`config.mk`:
```
export PLATFORM = sky130hd
export DESIGN_NAME = crc_cluster_flat
export DESIGN_NICKNAME = d
export VERILOG_FILES = /design/src/verilog/crc_pkg.sv /design/src/verilog/crc_if.sv /design/src/verilog/crc_rst_sync.sv /design/src/verilog/crc_cluster.sv /design/src/flat_wrapper.sv
export VERILOG_INCLUDE_DIRS = /design/src /design/src/verilog
export SDC_FILE = /design/constraint.sdc
export NUM_CORES = 1
export LEC_CHECK = 0
export BUFFER_PORTS_ARGS = -buffer_cell sky130_fd_sc_hd__buf_2
export CORE_MARGIN = 2
export CORE_UTILIZATION = 25
export DETAILED_ROUTE_END_ITERATION = 6
export PLACE_DENSITY = 0.57
export RECOVER_POWER = 50
export SLEW_MARGIN = 30
export SYNTH_ARGS = -nofsm -noshare
export SYNTH_HDL_FRONTEND = slang
export SYNTH_SLANG_ARGS = --single-unit
export TNS_END_PERCENT = 20
```
`constraint.sdc`:
```
create_clock -name clk -period 0.81 [get_ports clk]
set_input_delay 0.0405 -clock clk [delete_from_list [all_inputs] [get_ports clk]]
set_output_delay 0.0405 -clock clk [all_outputs]
set_load 0.005 [all_outputs]
```
`src/verilog/crc_defines.svh`:
```
// constants shared by the cluster reset control design
`ifndef CRC_DEFINES_SVH
`define CRC_DEFINES_SVH
`define CRC_NCORE 4
`define CRC_CNT_W 4
// least reset hold, in clock cycles
`define CRC_HOLD_CYC 4'h8
// wait after release so synchronised requests settle
`define CRC_SETTLE_CYC 4'h8
`define CRC_BKPT_W 8
`endif

```
`src/verilog/crc_pkg.sv`:
```
// types shared by the cluster reset control design
`include "crc_defines.svh"
package crc_pkg;
  typedef logic [`CRC_NCORE-1:0] crc_core_t;
  // controller sequencer, gray along idle -> hold -> release
  typedef enum logic [1:0] {
    crc_st_idle = 2'h0,
    crc_st_hold = 2'h1,
    crc_st_release = 2'h3
  } crc_ctl_e;
  // one value for every reset input of the cluster
  typedef struct packed {
    crc_core_t core_rst_n;
    crc_core_t core_powerup_rst_n;
    logic debug_bus_rst_n;
    logic level2_rst_n;
    logic memtest_rst_n;
  } crc_rst_vec_s;
endpackage : crc_pkg

```
`src/verilog/crc_if.sv`:
```
// link between the external reset controller and the cluster
`include "crc_defines.svh"
interface crc_if;
  logic [`CRC_NCORE-1:0] core_rst_n;
  logic [`CRC_NCORE-1:0] core_powerup_rst_n;
  logic debug_bus_rst_n;
  logic level2_rst_n;
  logic memtest_rst_n;
  logic level2_inval_disable;
  logic level1_inval_disable;
  logic [`CRC_NCORE-1:0] core_quiesce_req_n;
  logic [`CRC_NCORE-1:0] core_quiesce_accept_n;
  logic [`CRC_NCORE-1:0] core_quiesce_accept_alt;
  logic [`CRC_NCORE-1:0] warm_reset_request;
  logic [`CRC_NCORE-1:0] debug_warm_reset_request;
  logic [`CRC_NCORE-1:0] standby_for_interrupt;
  modport cluster (
    input core_rst_n, core_powerup_rst_n, debug_bus_rst_n, level2_rst_n, memtest_rst_n,
    input level2_inval_disable, level1_inval_disable, core_quiesce_req_n,
    output core_quiesce_accept_n, core_quiesce_accept_alt,
    output warm_reset_request, debug_warm_reset_request, standby_for_interrupt
  );
  modport controller (
    output core_rst_n, core_powerup_rst_n, debug_bus_rst_n, level2_rst_n, memtest_rst_n,
    output level2_inval_disable, level1_inval_disable, core_quiesce_req_n,
    input core_quiesce_accept_n, core_quiesce_accept_alt,
    input warm_reset_request, debug_warm_reset_request, standby_for_interrupt
  );
endinterface : crc_if

```
`src/verilog/crc_rst_sync.sv`:
```
// reset synchroniser: asynchronous assertion, clocked release
module crc_rst_sync (
  input wire logic clk,
  input wire logic sys_rst,
  input wire logic arst_n,
  output logic rst_n_q
);
  typedef struct packed {
    logic meta;
    logic held;
  } crc_sync_s;

  crc_sync_s st_q;
  crc_sync_s st_d;

  // ones shift in; the first stage feeds only the second
  always_comb begin
    st_d.meta = 1'b1;
    st_d.held = st_q.meta;
    if (sys_rst) begin
      st_d = '0;
    end
  end

  // clear takes a constant, release needs a running clock
  always_ff @(posedge clk or negedge arst_n) begin
    if (!arst_n) begin
      st_q <= '0;
    end else begin
      st_q <= st_d;
    end
  end

  assign rst_n_q = st_q.held;
endmodule : crc_rst_sync

```
`src/verilog/crc_cluster.sv`:
```
// cluster end: reset distribution, warm reset requests, straps
//
// Behaviour
// core reset spares debug; powerup reset clears all
// debug reset clears cluster debug logic
// level2 reset clears level2, top, coherency
// memtest reset clears everything, highest priority
// asynchronous assert, release synchronised to clock
// controller keeps clock running during release
// controller holds any reset eight cycles
// cold reset: powerup, debug, level2 low
// cold with debug: debug reset stays high
// single core cold: only its powerup low
// debug logic reset: only debug reset low
// with repeaters clock runs while reset low
// without repeaters stop clock before release
// warm reset keeps breakpoints and width select
// warm reset waits for core standby
// no level2 reset while a core runs
// no debug reset during active debugging; only cmd_debug is refused here, a cold reset still drives it low
// quiescent core before warm reset
// request bit drives warm reset request
// debug request bit drives debug warm request
// level2 invalidate disable sampled in reset
// level1 invalidate disable sampled in reset
// requests stay until core reset clears them; here a debug write of 0 also clears the debug request
`include "crc_defines.svh"
module crc_cluster (
  input wire logic clk,
  input wire logic sys_rst,
  crc_if.cluster lnk,
  input wire logic [`CRC_NCORE-1:0] core_idle,
  input wire logic [`CRC_NCORE-1:0] rmr_write,
  input wire logic [`CRC_NCORE-1:0] rmr_reset_req,
  input wire logic [`CRC_NCORE-1:0] rmr_width_sel,
  input wire logic [`CRC_NCORE-1:0] dbg_write,
  input wire logic [`CRC_NCORE-1:0] dbg_core_warm_reset_req_bit,
  input wire logic [`CRC_NCORE-1:0] bkpt_write,
  input wire logic [`CRC_BKPT_W-1:0] bkpt_wdata,
  output logic [`CRC_NCORE-1:0] core_held_q,
  output logic [`CRC_NCORE-1:0] core_debug_held_q,
  output logic debug_held_q,
  output logic level2_held_q,
  output logic [`CRC_NCORE-1:0] width_active_q,
  output logic [`CRC_NCORE*`CRC_BKPT_W-1:0] bkpt_q,
  output logic [`CRC_NCORE-1:0] l1_inval_start_q,
  output logic l2_inval_start_q
);
  // ------------------------------------------------------------
  // state
  // ------------------------------------------------------------
  typedef struct packed {
    crc_pkg::crc_core_t core_held;
    crc_pkg::crc_core_t core_dbg_held;
    logic debug_held;
    logic l2_held;
    crc_pkg::crc_core_t warm_req;
    crc_pkg::crc_core_t dbg_req;
    crc_pkg::crc_core_t width_sel;
    crc_pkg::crc_core_t width_act;
    logic [`CRC_NCORE*`CRC_BKPT_W-1:0] bkpt;
    crc_pkg::crc_core_t l1_pend;
    crc_pkg::crc_core_t l1_start;
    logic l2_pend;
    logic l2_start;
    crc_pkg::crc_core_t standby;
    crc_pkg::crc_core_t q_accept_n;
    crc_pkg::crc_core_t q_accept_alt;
  } crc_cluster_s;

  // every domain held after reset, invalidation armed
  localparam crc_cluster_s CRC_CLUSTER_RST = '{
    core_held: '1,
    core_dbg_held: '1,
    debug_held: 1'b1,
    l2_held: 1'b1,
    l1_pend: '1,
    l2_pend: 1'b1,
    q_accept_n: '1,
    default: '0
  };

  crc_cluster_s st_q;
  crc_cluster_s st_d;

  logic [`CRC_NCORE-1:0] core_arst_n;
  logic [`CRC_NCORE-1:0] coredbg_arst_n;
  logic [`CRC_NCORE-1:0] core_sync_n;
  logic [`CRC_NCORE-1:0] coredbg_sync_n;
  logic debug_arst_n;
  logic l2_arst_n;
  logic debug_sync_n;
  logic l2_sync_n;

  // ------------------------------------------------------------
  // reset scopes and synchronisers
  // ------------------------------------------------------------
  // memtest reset is folded into every scope so it always wins
  assign debug_arst_n = lnk.debug_bus_rst_n & lnk.memtest_rst_n; // see
  assign l2_arst_n = lnk.level2_rst_n & lnk.memtest_rst_n; // see

  crc_rst_sync u_debug_sync (
    .clk(clk),
    .sys_rst(sys_rst),
    .arst_n(debug_arst_n),
    .rst_n_q(debug_sync_n)
  );

  crc_rst_sync u_l2_sync (
    .clk(clk),
    .sys_rst(sys_rst),
    .arst_n(l2_arst_n),
    .rst_n_q(l2_sync_n)
  );

  // per core: warm scope and powerup scope, each synchronised
  for (genvar gi = 0; gi < `CRC_NCORE; gi++) begin : g_core
    assign core_arst_n[gi] = lnk.core_rst_n[gi] & lnk.core_powerup_rst_n[gi]
                             & lnk.memtest_rst_n; // see
    assign coredbg_arst_n[gi] = lnk.core_powerup_rst_n[gi] & lnk.memtest_rst_n;

    crc_rst_sync u_core_sync (
      .clk(clk),
      .sys_rst(sys_rst),
      .arst_n(core_arst_n[gi]),
      .rst_n_q(core_sync_n[gi])
    );

    crc_rst_sync u_coredbg_sync (
      .clk(clk),
      .sys_rst(sys_rst),
      .arst_n(coredbg_arst_n[gi]),
      .rst_n_q(coredbg_sync_n[gi])
    );
  end

  // ------------------------------------------------------------
  // next state
  // ------------------------------------------------------------
  always_comb begin
    st_d = st_q;
    st_d.l1_start = '0;
    st_d.l2_start = 1'b0;
    st_d.debug_held = ~debug_sync_n;
    st_d.l2_held = ~l2_sync_n;
    st_d.q_accept_alt = '0;
    for (int i = 0; i < `CRC_NCORE; i++) begin
      st_d.core_held[i] = ~core_sync_n[i];
      st_d.core_dbg_held[i] = ~coredbg_sync_n[i];
      // no retention inside this block: accept echoes the request
      st_d.q_accept_n[i] = lnk.core_quiesce_req_n[i];
      if (!core_sync_n[i]) begin
        // warm scope: requests drop, new width takes effect
        st_d.warm_req[i] = 1'b0;
        st_d.dbg_req[i] = 1'b0;
        st_d.width_act[i] = st_q.width_sel[i];
        st_d.standby[i] = 1'b0;
        st_d.l1_pend[i] = ~lnk.level1_inval_disable;
      end else begin
        st_d.standby[i] = core_idle[i];
        st_d.l1_start[i] = st_q.l1_pend[i];
        st_d.l1_pend[i] = 1'b0;
        if (rmr_write[i]) begin
          st_d.width_sel[i] = rmr_width_sel[i];
          if (rmr_reset_req[i]) begin
            st_d.warm_req[i] = 1'b1;
          end
        end
        if (dbg_write[i]) begin
          st_d.dbg_req[i] = dbg_core_warm_reset_req_bit[i];
        end
      end
      // breakpoints and width select live in the powerup scope
      if (!coredbg_sync_n[i]) begin
        st_d.bkpt[i*`CRC_BKPT_W +: `CRC_BKPT_W] = '0;
        st_d.width_sel[i] = 1'b0;
      end else if (bkpt_write[i]) begin
        st_d.bkpt[i*`CRC_BKPT_W +: `CRC_BKPT_W] = bkpt_wdata;
      end
    end
    // level2 strap is caught while the scope is held
    if (!l2_sync_n) begin
      st_d.l2_pend = ~lnk.level2_inval_disable;
    end else begin
      st_d.l2_start = st_q.l2_pend;
      st_d.l2_pend = 1'b0;
    end
  end

  // ------------------------------------------------------------
  // registers
  // ------------------------------------------------------------
  // held flags follow the synchronisers one edge late
  always_ff @(posedge clk) begin
    if (sys_rst) begin
      st_q <= CRC_CLUSTER_RST;
    end else begin
      st_q <= st_d;
    end
  end

  // ------------------------------------------------------------
  // outputs, all straight from flops
  // ------------------------------------------------------------
  assign lnk.warm_reset_request = st_q.warm_req;
  assign lnk.debug_warm_reset_request = st_q.dbg_req;
  assign lnk.standby_for_interrupt = st_q.standby;
  assign lnk.core_quiesce_accept_n = st_q.q_accept_n;
  assign lnk.core_quiesce_accept_alt = st_q.q_accept_alt;
  assign core_held_q = st_q.core_held;
  assign core_debug_held_q = st_q.core_dbg_held;
  assign debug_held_q = st_q.debug_held;
  assign level2_held_q = st_q.l2_held;
  assign width_active_q = st_q.width_act;
  assign bkpt_q = st_q.bkpt;
  assign l1_inval_start_q = st_q.l1_start;
  assign l2_inval_start_q = st_q.l2_start;
endmodule : crc_cluster

```
`src/flat_wrapper.sv`:
```
// flat-port wrapper written by rule: the top's interface ports become plain ports
module crc_cluster_flat 
  (clk, sys_rst, core_idle, rmr_write, rmr_reset_req, rmr_width_sel, dbg_write, dbg_core_warm_reset_req_bit, bkpt_write, bkpt_wdata, core_held_q, core_debug_held_q, debug_held_q, level2_held_q, width_active_q, bkpt_q, l1_inval_start_q, l2_inval_start_q, lnk_core_rst_n, lnk_core_powerup_rst_n, lnk_debug_bus_rst_n, lnk_level2_rst_n, lnk_memtest_rst_n, lnk_level2_inval_disable, lnk_level1_inval_disable, lnk_core_quiesce_req_n, lnk_core_quiesce_accept_n, lnk_core_quiesce_accept_alt, lnk_warm_reset_request, lnk_debug_warm_reset_request, lnk_standby_for_interrupt);
  crc_if lnk_i ();
  input wire logic clk;
  input wire logic sys_rst;
  input wire logic [`CRC_NCORE-1:0] core_idle;
  input wire logic [`CRC_NCORE-1:0] rmr_write;
  input wire logic [`CRC_NCORE-1:0] rmr_reset_req;
  input wire logic [`CRC_NCORE-1:0] rmr_width_sel;
  input wire logic [`CRC_NCORE-1:0] dbg_write;
  input wire logic [`CRC_NCORE-1:0] dbg_core_warm_reset_req_bit;
  input wire logic [`CRC_NCORE-1:0] bkpt_write;
  input wire logic [`CRC_BKPT_W-1:0] bkpt_wdata;
  output logic [`CRC_NCORE-1:0] core_held_q;
  output logic [`CRC_NCORE-1:0] core_debug_held_q;
  output logic debug_held_q;
  output logic level2_held_q;
  output logic [`CRC_NCORE-1:0] width_active_q;
  output logic [`CRC_NCORE*`CRC_BKPT_W-1:0] bkpt_q;
  output logic [`CRC_NCORE-1:0] l1_inval_start_q;
  output logic l2_inval_start_q;
  input wire logic [$bits(lnk_i.core_rst_n)-1:0] lnk_core_rst_n;
  input wire logic [$bits(lnk_i.core_powerup_rst_n)-1:0] lnk_core_powerup_rst_n;
  input wire logic [$bits(lnk_i.debug_bus_rst_n)-1:0] lnk_debug_bus_rst_n;
  input wire logic [$bits(lnk_i.level2_rst_n)-1:0] lnk_level2_rst_n;
  input wire logic [$bits(lnk_i.memtest_rst_n)-1:0] lnk_memtest_rst_n;
  input wire logic [$bits(lnk_i.level2_inval_disable)-1:0] lnk_level2_inval_disable;
  input wire logic [$bits(lnk_i.level1_inval_disable)-1:0] lnk_level1_inval_disable;
  input wire logic [$bits(lnk_i.core_quiesce_req_n)-1:0] lnk_core_quiesce_req_n;
  output wire logic [$bits(lnk_i.core_quiesce_accept_n)-1:0] lnk_core_quiesce_accept_n;
  output wire logic [$bits(lnk_i.core_quiesce_accept_alt)-1:0] lnk_core_quiesce_accept_alt;
  output wire logic [$bits(lnk_i.warm_reset_request)-1:0] lnk_warm_reset_request;
  output wire logic [$bits(lnk_i.debug_warm_reset_request)-1:0] lnk_debug_warm_reset_request;
  output wire logic [$bits(lnk_i.standby_for_interrupt)-1:0] lnk_standby_for_interrupt;
  assign lnk_i.core_rst_n = lnk_core_rst_n;
  assign lnk_i.core_powerup_rst_n = lnk_core_powerup_rst_n;
  assign lnk_i.debug_bus_rst_n = lnk_debug_bus_rst_n;
  assign lnk_i.level2_rst_n = lnk_level2_rst_n;
  assign lnk_i.memtest_rst_n = lnk_memtest_rst_n;
  assign lnk_i.level2_inval_disable = lnk_level2_inval_disable;
  assign lnk_i.level1_inval_disable = lnk_level1_inval_disable;
  assign lnk_i.core_quiesce_req_n = lnk_core_quiesce_req_n;
  assign lnk_core_quiesce_accept_n = lnk_i.core_quiesce_accept_n;
  assign lnk_core_quiesce_accept_alt = lnk_i.core_quiesce_accept_alt;
  assign lnk_warm_reset_request = lnk_i.warm_reset_request;
  assign lnk_debug_warm_reset_request = lnk_i.debug_warm_reset_request;
  assign lnk_standby_for_interrupt = lnk_i.standby_for_interrupt;
  crc_cluster u_core (.clk(clk), .sys_rst(sys_rst), .lnk(lnk_i), .core_idle(core_idle), .rmr_write(rmr_write), .rmr_reset_req(rmr_reset_req), .rmr_width_sel(rmr_width_sel), .dbg_write(dbg_write), .dbg_core_warm_reset_req_bit(dbg_core_warm_reset_req_bit), .bkpt_write(bkpt_write), .bkpt_wdata(bkpt_wdata), .core_held_q(core_held_q), .core_debug_held_q(core_debug_held_q), .debug_held_q(debug_held_q), .level2_held_q(level2_held_q), .width_active_q(width_active_q), .bkpt_q(bkpt_q), .l1_inval_start_q(l1_inval_start_q), .l2_inval_start_q(l2_inval_start_q));
endmodule
```
==> results of run 1 <==
==> worst max-delay path: stages, from the launching register on <==
cell     delay, ns
dfrtp_2       0.44
a21bo_2       0.21
a21oi_2       0.12
==> per-layer routing <==
layer,global-route usage (%),up-vias,wire (microns)
li1,-,1216,-
met1,13.46,1139,3709
met2,18.72,89,4078
met3,4.197,12,550
met4,4.545,0,154
met5,0,-,0
==> power groups by stage <==
stage               Clock (uW)  Combinational [uW]  Sequential, uW
floorplan                    0                 422            5040
global placement             0                 682            5050
detailed placement           0                 695            5050
CTS                       4540                 881            4960
global route              4730                 992            4980
finish                    4330                 905            4970
==> per-stage QoR <==
step                cell area, sq um  hold WS, ns  worst slack, ns
floorplan                       3580      -0.1532         -0.01405
global placement                3988     -0.06314         -0.01751
detailed placement              3988     -0.05921         -0.04095
CTS                             4916     0.008415         -0.04391
global route                    5094      0.03195         -0.05550
finish                          5094      0.01767         -0.02034
==> Yosys cell counts <==
| cell | number |
|---|---|
| mux2i_1 | 40 |
| nand2_1 | 2 |
| buf_4 | 69 |
| a21bo_2 | 4 |
| inv_2 | 1 |
| dfxtp_1 | 76 |
| buf_2 | 6 |
| nand2b_1 | 6 |
| o21ai_1 | 5 |
| and2_1 | 6 |
| nor2b_1 | 10 |
| dfrtp_1 | 20 |
| or2_1 | 4 |
| nor2_1 | 44 |
| conb_1 | 1 |
| and3_1 | 13 |
| a21oi_1 | 8 |
| nand2b_4 | 2 |
| clkbuf_2 | 4 |
| nand3_1 | 4 |
==> worst paths after layout <==
path,slack (ns),startpoint,cells after the start,to
worst min register to register,0.42,u_core.u_debug_sync.rst_n_q,1,u_core.debug_held_q
worst min-delay path,0.02,bkpt_wdata[2],3,u_core.bkpt_q[26]
min in group asynchronous,0.13,lnk_core_powerup_rst_n[1],3,u_core.g_core[1].u_coredbg_sync.st_q[1]
worst max-delay path,-0.02,u_core.g_core[3].u_core_sync.rst_n_q,2,u_core.st_q[61]
worst max register to register,-0.02,u_core.g_core[3].u_core_sync.rst_n_q,2,u_core.st_q[61]
max in group asynchronous,0.30,lnk_memtest_rst_n,3,u_core.g_core[2].u_core_sync.rst_n_q
==> state kept, by name, indices dropped and copies added, names as in the netlist, 4 cells and up <==
register	flops
u_core.st_q	9
u_core.g_core.u_coredbg_sync.st_q	4
u_core.lnk.warm_reset_request	4
u_core.bkpt_q	32
u_core.lnk.core_quiesce_accept_n	4
u_core.l1_inval_start_q	4
u_core.g_core.u_core_sync.rst_n_q	4
u_core.g_core.u_coredbg_sync.rst_n_q	4
u_core.lnk.standby_for_interrupt	4
u_core.core_held_q	4
u_core.width_active_q	4
u_core.g_core.u_core_sync.st_q	4
u_core.core_debug_held_q	4
u_core.lnk.debug_warm_reset_request	4
==> kinds of logic (layout without fill, tap and decap cells) <==
| family | Yosys count | after routing | synth area share (%) |
|---|---|---|---|
| AO/OA/AOI/OAI | 17 | 17 | 2.946 |
| buffers and inverters | 80 | 199 | 16.03 |
| AND/OR/NAND/NOR | 91 | 91 | 13.01 |
| other | 1 | 4 | 0.1051 |
| multiplexers | 40 | 40 | 11.22 |
| flip-flops | 96 | 96 | 56.68 |
==> final cells by class <==
class,count,area share [%]
clock buffers,12,5.036
clock inverters,4,1.032
inverters,1,0.07369
multi-input cells,152,19.85
flip-flops and latches,96,41.12
well taps,180,4.422
repair buffers,182,28.47
==> repair_timing <==
action | 4_1_cts | 5_1_grt
gates resized for setup | 63 | 39
hold buffers | 42 | 1
setup buffers | 7 | 0
endpoints found under the hold margin | 45 | 2
pin swaps | 4 | 2
endpoints found under the setup margin | 75 | 97
==> placed cells by master (no fill, tap or decap), drive strengths merged <==
master,synthesis,layout
and3,13,13
bufinv,0,1
buf,75,136
dfxtp,76,76
conb,1,4
mux2i,40,40
or2,4,4
dlygate4sd3,0,42
a21bo,4,4
clkbuf,4,15
clkinv,0,2
inv,1,2
clkdlybuf4s25,0,1
a21oi,8,8
nand3,4,4
nor2,44,44
dfrtp,20,20
o21ai,5,5
and2,6,6
nor2b,10,10
nand2b,8,8
nand2,2,2
==> summary.txt, run 1 <==
Outcome
  • Status: complete, but fails checks
  • Failing checks: setup timing

Timing
  • RSZ-0062 raised after global routing: yes
  • Max Freq: 1204 MHz
  • Min Tclk post-route: 0.8303 ns
  • Endpoints failing hold: 0
  • Setup_tns: -0.1873 ns
  • Fin crit share: 102.5%
  • # setup viols final: 32
  • Worst Setup Slack, final: -0.02034 ns
  • Clk_skew: 0.006773 ns
  • Final slew viol count: 0

Route
  • Via/cell ratio: 3.917
  • Post-DRT Antenna Nets: 0
  • WL final: 8492 microns
  • Via Count: 2456
  • Wirelength per Cell: 13.54 microns
  • DRC Markers: 0
  • Drt initial violations: 69
  • 1st-pass router iterations: 4

Power
  • P_int: 8001 uW
  • Worst vdd ir: 1.074 mV
  • Sw Ratio: 21.60%
  • Switch Pwr: 2204 uW
  • Clock power frac: 42.5%
  • Leakage: 0.002366 uW
  • Pwr per Cell Area: 2004 mW/mm^2
  • Gate power share: 8.9%
  • Sequential power share: 48.7%
  • Pwr Total: 10210 uW

Global routing
  • Overflow after GRT: 0
  • Vias in the first global route: 2442
  • Initial antenna violation count: 0
  • GRT Total Usage: 11.40%
  • Largest net degree at the start of global routing: 27
  • First-pass GRT wire length: 12610 microns

Placement
  • Placed Cells: 561
  • DP Wirelength: 5789 microns
  • Gpl congestion: 0.7017
  • # port buffers: 121

Worst setup path
  • Largest fanout on the critical path: 6
  • Setup crit end kind: register
  • Worst setup SP type: register
  • WP data required: 1.09 ns
  • Data arrival, critical path: 1.11 ns
  • Critical path type: register to register

Clocking
  • Clk pin slew, worst setup/hold paths: 0.06 ns
  • H-tree Lvls: 3
  • Clk root buf: clkbuf_16
  • Clock tree buffer depth: 2
  • Worst-Skew Late Latency: 0.34 ns
  • TritonCTS Sinks: 96
  • CTS tree: done
  • Total CTS buffers: 9

Layout
  • FF/Latch Area: 0.002095 sq mm
  • Fin nets: 497
  • # fillers: 1357
  • Share of cells above drive strength 1: 49.89%
  • Antenna cells: 0
  • Area of the multi-input gates: 0.001011 sq mm
  • Finished Core Util: 36.55%
  • Fin cells: 627
  • Area Growth Syn to Fin: 42.79%

Flow run
  • Max cap viols: 0

Logic synthesis
  • Synth Instances: 325
  • Post-synthesis sequential area ratio: 56.68%
  • Netlist Area Pre-Place: 0.003567 sq mm
  • Top cell type's share of synthesized area: 42.65%
  • Synth warn: 0
  • Synth Area per Inst: 10.98 sq um
  • Cells taking the most area after synthesis: dfxtp_1 43%, buf_4 15%, dfrtp_1 14%
  • Netlist cell types: 20
  • Post-synth top area cell: dfxtp_1
  • Seq cells post-synth: 96

Die
  • Die ar.: 0.01524 sq mm
  • Die Y: 123.5 microns
  • Effective utilization at floorplan: 25.60%
  • Num ports: 126
  • Die Wd: 123.5 microns
  • Core ar.: 0.01393 sq mm
  • Rows: 43

Min path
  • HP Class: input pin to register
Power figures use the tool's default switching activity.
==> run 2, diff against run 1 <==
--- a/config.mk
+++ b/config.mk
@@ -10,7 +10,7 @@
 export CORE_MARGIN = 2
 export CORE_UTILIZATION = 25
 export DETAILED_ROUTE_END_ITERATION = 6
-export PLACE_DENSITY = 0.57
+export PLACE_DENSITY = 0.56
 export RECOVER_POWER = 50
 export SLEW_MARGIN = 30
 export SYNTH_ARGS = -nofsm -noshare
==> constraint.sdc (replaced) <==
create_clock -name clk -period 0.8 [get_ports clk]
set_input_delay 0.04 -clock clk [delete_from_list [all_inputs] [get_ports clk]]
set_output_delay 0.04 -clock clk [all_outputs]
set_load 0.02 [all_outputs]
==> run 2 against run 1 <==
  * The flow still finishes with violations (setup timing)
  * Utilization rose by 1.3 points
  * Clock skew increased by 0.0014 ns
  * Combinational power rose by 18%
  * Largest power group unchanged
  * First-iteration DRC count fell by 30%
  * Wire length up 1.1%
  * Final cell count down 0.16%
  * Count of clock-buffer cells in the layout decreased by 3
  * Non-clock buffer count shrank 1
  * Sequential share of layout area down 1.1 points
  * Clock power down 1%
  * Total power grew 1.8%
  * Critical path type is now register to primary output
==> summary.txt, run 2 (synthesis gave the netlist of run 1 again) <==
Outcome
  • Status: complete, but fails checks (unchanged)
  • Failing checks: setup timing (unchanged)

Power
  • Leakage: 0.002402 uW (was 0.002366 uW)
  • Switch Pwr: 2633 uW (was 2204 uW)
  • Sequential power share: 48.5% (was 48.7%)
  • Sw Ratio: 25.35% (was 21.60%)
  • Clock power frac: 41.2% (was 42.5%)
  • Pwr Total: 10390 uW (was 10210 uW)
  • Pwr per Cell Area: 1970 mW/mm^2 (was 2004 mW/mm^2)
  • P_int: 7754 uW (was 8001 uW)
  • Worst vdd ir: 0.9923 mV (was 1.074 mV)
  • Gate power share: 10.3% (was 8.9%)

Die
  • Die Wd: 123.5 microns (unchanged)
  • Core ar.: 0.01393 sq mm (unchanged)
  • Die Y: 123.5 microns (unchanged)
  • Rows: 43 (unchanged)
  • Effective utilization at floorplan: 25.60% (unchanged)
  • Num ports: 126 (unchanged)
  • Die ar.: 0.01524 sq mm (unchanged)

Layout
  • Area of the multi-input gates: 0.001001 sq mm (was 0.001011 sq mm)
  • Area Growth Syn to Fin: 47.81% (was 42.79%)
  • # fillers: 1364 (was 1357)
  • Most frequent cells in the layout: 69 x buf_6, 67 x dfxtp_2, 53 x buf_2, 43 x dlygate4sd3_1, 42 x nor2_1 (was 84 x buf_2, 54 x dfxtp_2, 42 x dlygate4sd3_1, 41 x nor2_1, 40 x mux2i_1)
  • Antenna cells: 0 (unchanged)
  • Share of cells above drive strength 1: 52.69% (was 49.89%)
  • Fin cells: 626 (was 627)
  • FF/Latch Area: 0.002111 sq mm (was 0.002095 sq mm)
  • Max reg flops: 32 (unchanged)
  • Fin nets: 496 (was 497)
  • Commonest non-fill, non-tap cell in the layout: buf_6 (was buf_2)

Clocking
  • Clk root buf: clkbuf_16 (unchanged)
  • Clk pin slew, worst setup/hold paths: 0.08 ns (was 0.06 ns)
  • CTS tree: done (unchanged)
  • Clock tree buffer depth: 2 (unchanged)
  • H-tree Lvls: 3 (unchanged)
  • Total CTS buffers: 9 (unchanged)
  • Worst-Skew Late Latency: 0.35 ns (was 0.34 ns)
  • TritonCTS Sinks: 96 (unchanged)

Flow run
  • Max cap viols: 0 (unchanged)

Route
  • Wirelength per Cell: 13.72 microns (was 13.54 microns)
  • Post-DRT Antenna Nets: 0 (unchanged)
  • WL final: 8587 microns (was 8492 microns)
  • Via Count: 2454 (was 2456)
  • Drt initial violations: 48 (was 69)
  • DRC Markers: 0 (unchanged)
  • 1st-pass router iterations: 4 (unchanged)
  • Via/cell ratio: 3.920 (was 3.917)

Global routing
  • First-pass GRT wire length: 13070 microns (was 12610 microns)
  • Initial antenna violation count: 0 (unchanged)
  • Largest net degree at the start of global routing: 27 (unchanged)
  • Overflow after GRT: 0 (unchanged)
  • Vias in the first global route: 2576 (was 2442)
  • GRT Total Usage: 11.70% (was 11.40%)

Worst setup path
  • Worst setup SP type: register (unchanged)
  • WP data required: 0.76 ns (was 1.09 ns)
  • Delay-heaviest family, CP: flip-flops (unchanged)
  • Cells along the critical path: buf_6 (was a21bo_2 -> a21oi_2)
  • Data arrival, critical path: 0.81 ns (was 1.11 ns)
  • Largest fanout on the critical path: 2 (was 6)
  • Critical Path Max Stage Delay: 0.35 ns (was 0.44 ns)
  • Critical path type: register to primary output (was register to register)
  • Setup crit end kind: primary output (was register)
  • Worst path bufs/invs: 1 (was 0)
  • Critical Path Slowest Stage Cell: dfxtp_2 (was dfrtp_2)

Timing
  • Clk_skew: 0.008185 ns (was 0.006773 ns)
  • Fin crit share: 106.8%
  • Endpoints failing hold: 0 (unchanged)
  • # setup viols final: 71 (was 32)
  • RSZ-0062 raised after global routing: yes (unchanged)
  • Min Tclk post-route: 0.8547 ns
  • Max Freq: 1170 MHz
  • Worst Setup Slack, final: -0.05466 ns (was -0.02034 ns)
  • Final slew viol count: 0 (unchanged)

Min path
  • HP Class: input pin to register (unchanged)

Placement
  • Placed Cells: 560 (was 561)
  • Gpl congestion: 0.7141 (was 0.7017)
  • # port buffers: 121 (unchanged)
  • DP Wirelength: 5789 microns (about the same)
## run 2: layout make-up
| class | count | share of cell area (%) |
|---|---|---|
| well taps | 180 | 4.271 |
| repair buffers | 181 | 31.09 |
| clock inverters | 7 | 1.281 |
| flip-flops and latches | 96 | 40.03 |
| multi-input cells | 152 | 18.98 |
| clock buffers | 9 | 4.271 |
| inverters | 1 | 0.07119 |
## run 2: power by group through the flow
stage          combinational [uW]  sequential [uW]  clock (uW)
6_report                     1070             5040        4280
5_1_grt                      1150             5060        4660
4_1_cts                      1070             5040        4440
3_5_place_dp                  805             5120           0
3_3_place_gp                  794             5110           0
2_1_floorplan                 534             5110           0
## run 2: path summary, 6_finish.rpt
kind,startpoint,end,slack (ns),cells after the start
setup / recovery,u_core.lnk.warm_reset_request[1],lnk_warm_reset_request[1],-0.05,1
hold / removal,bkpt_wdata[1],u_core.bkpt_q[9],0.03,3
setup reg to reg,u_core.g_core[1].u_core_sync.rst_n_q,u_core.st_q[59],-0.05,2
hold reg to reg,u_core.u_debug_sync.rst_n_q,u_core.debug_held_q,0.42,1
max in group asynchronous,lnk_memtest_rst_n,u_core.g_core[0].u_core_sync.rst_n_q,0.29,3
min in group asynchronous,lnk_core_powerup_rst_n[1],u_core.g_core[1].u_coredbg_sync.st_q[1],0.13,3
## run 2: stage by stage
stage	setup WS (ns)	hold slack [ns]	TNS, ns	util, %	cell area, sq um
after global routing	-0.1011	0.03380	-6.257	37.84	5273
after global placement	-0.03042	-0.06279	-0.06094	28.57	3981
after detailed placement	-0.05023	-0.05911	-0.2491	28.57	3981
final	-0.05466	0.02779	-2.419	37.84	5273
after floorplan	-0.007724	-0.1537	-0.01545	-	3581
after CTS	-0.07600	0.006433	-3.794	37.55	5233
## run 2: routing by layer
layer  GRT usage [%]  vias up  wire length, microns
li1                -     1216                     -
met2           19.95       90                  4199
met3           3.782       10                   626
met4           4.688        0                   131
met1           13.54     1138                  3629
met5               0        -                     0
## run 2: timing repair
item / 4_1_cts / 5_1_grt
endpoints found under the hold margin: 46 / 2
buffers inserted: 2 / 4
pin swaps: 0 / 6
gates resized for setup: 205 / 6
hold buffers: 43 / 1
setup endpoints to repair: 76 / 110
## run 2: tightest hold or removal path, delay by kind of cell
family        cells  cell delay, ns
mux               1            0.08
simple gates      1            0.07
buf+inv           1            0.14
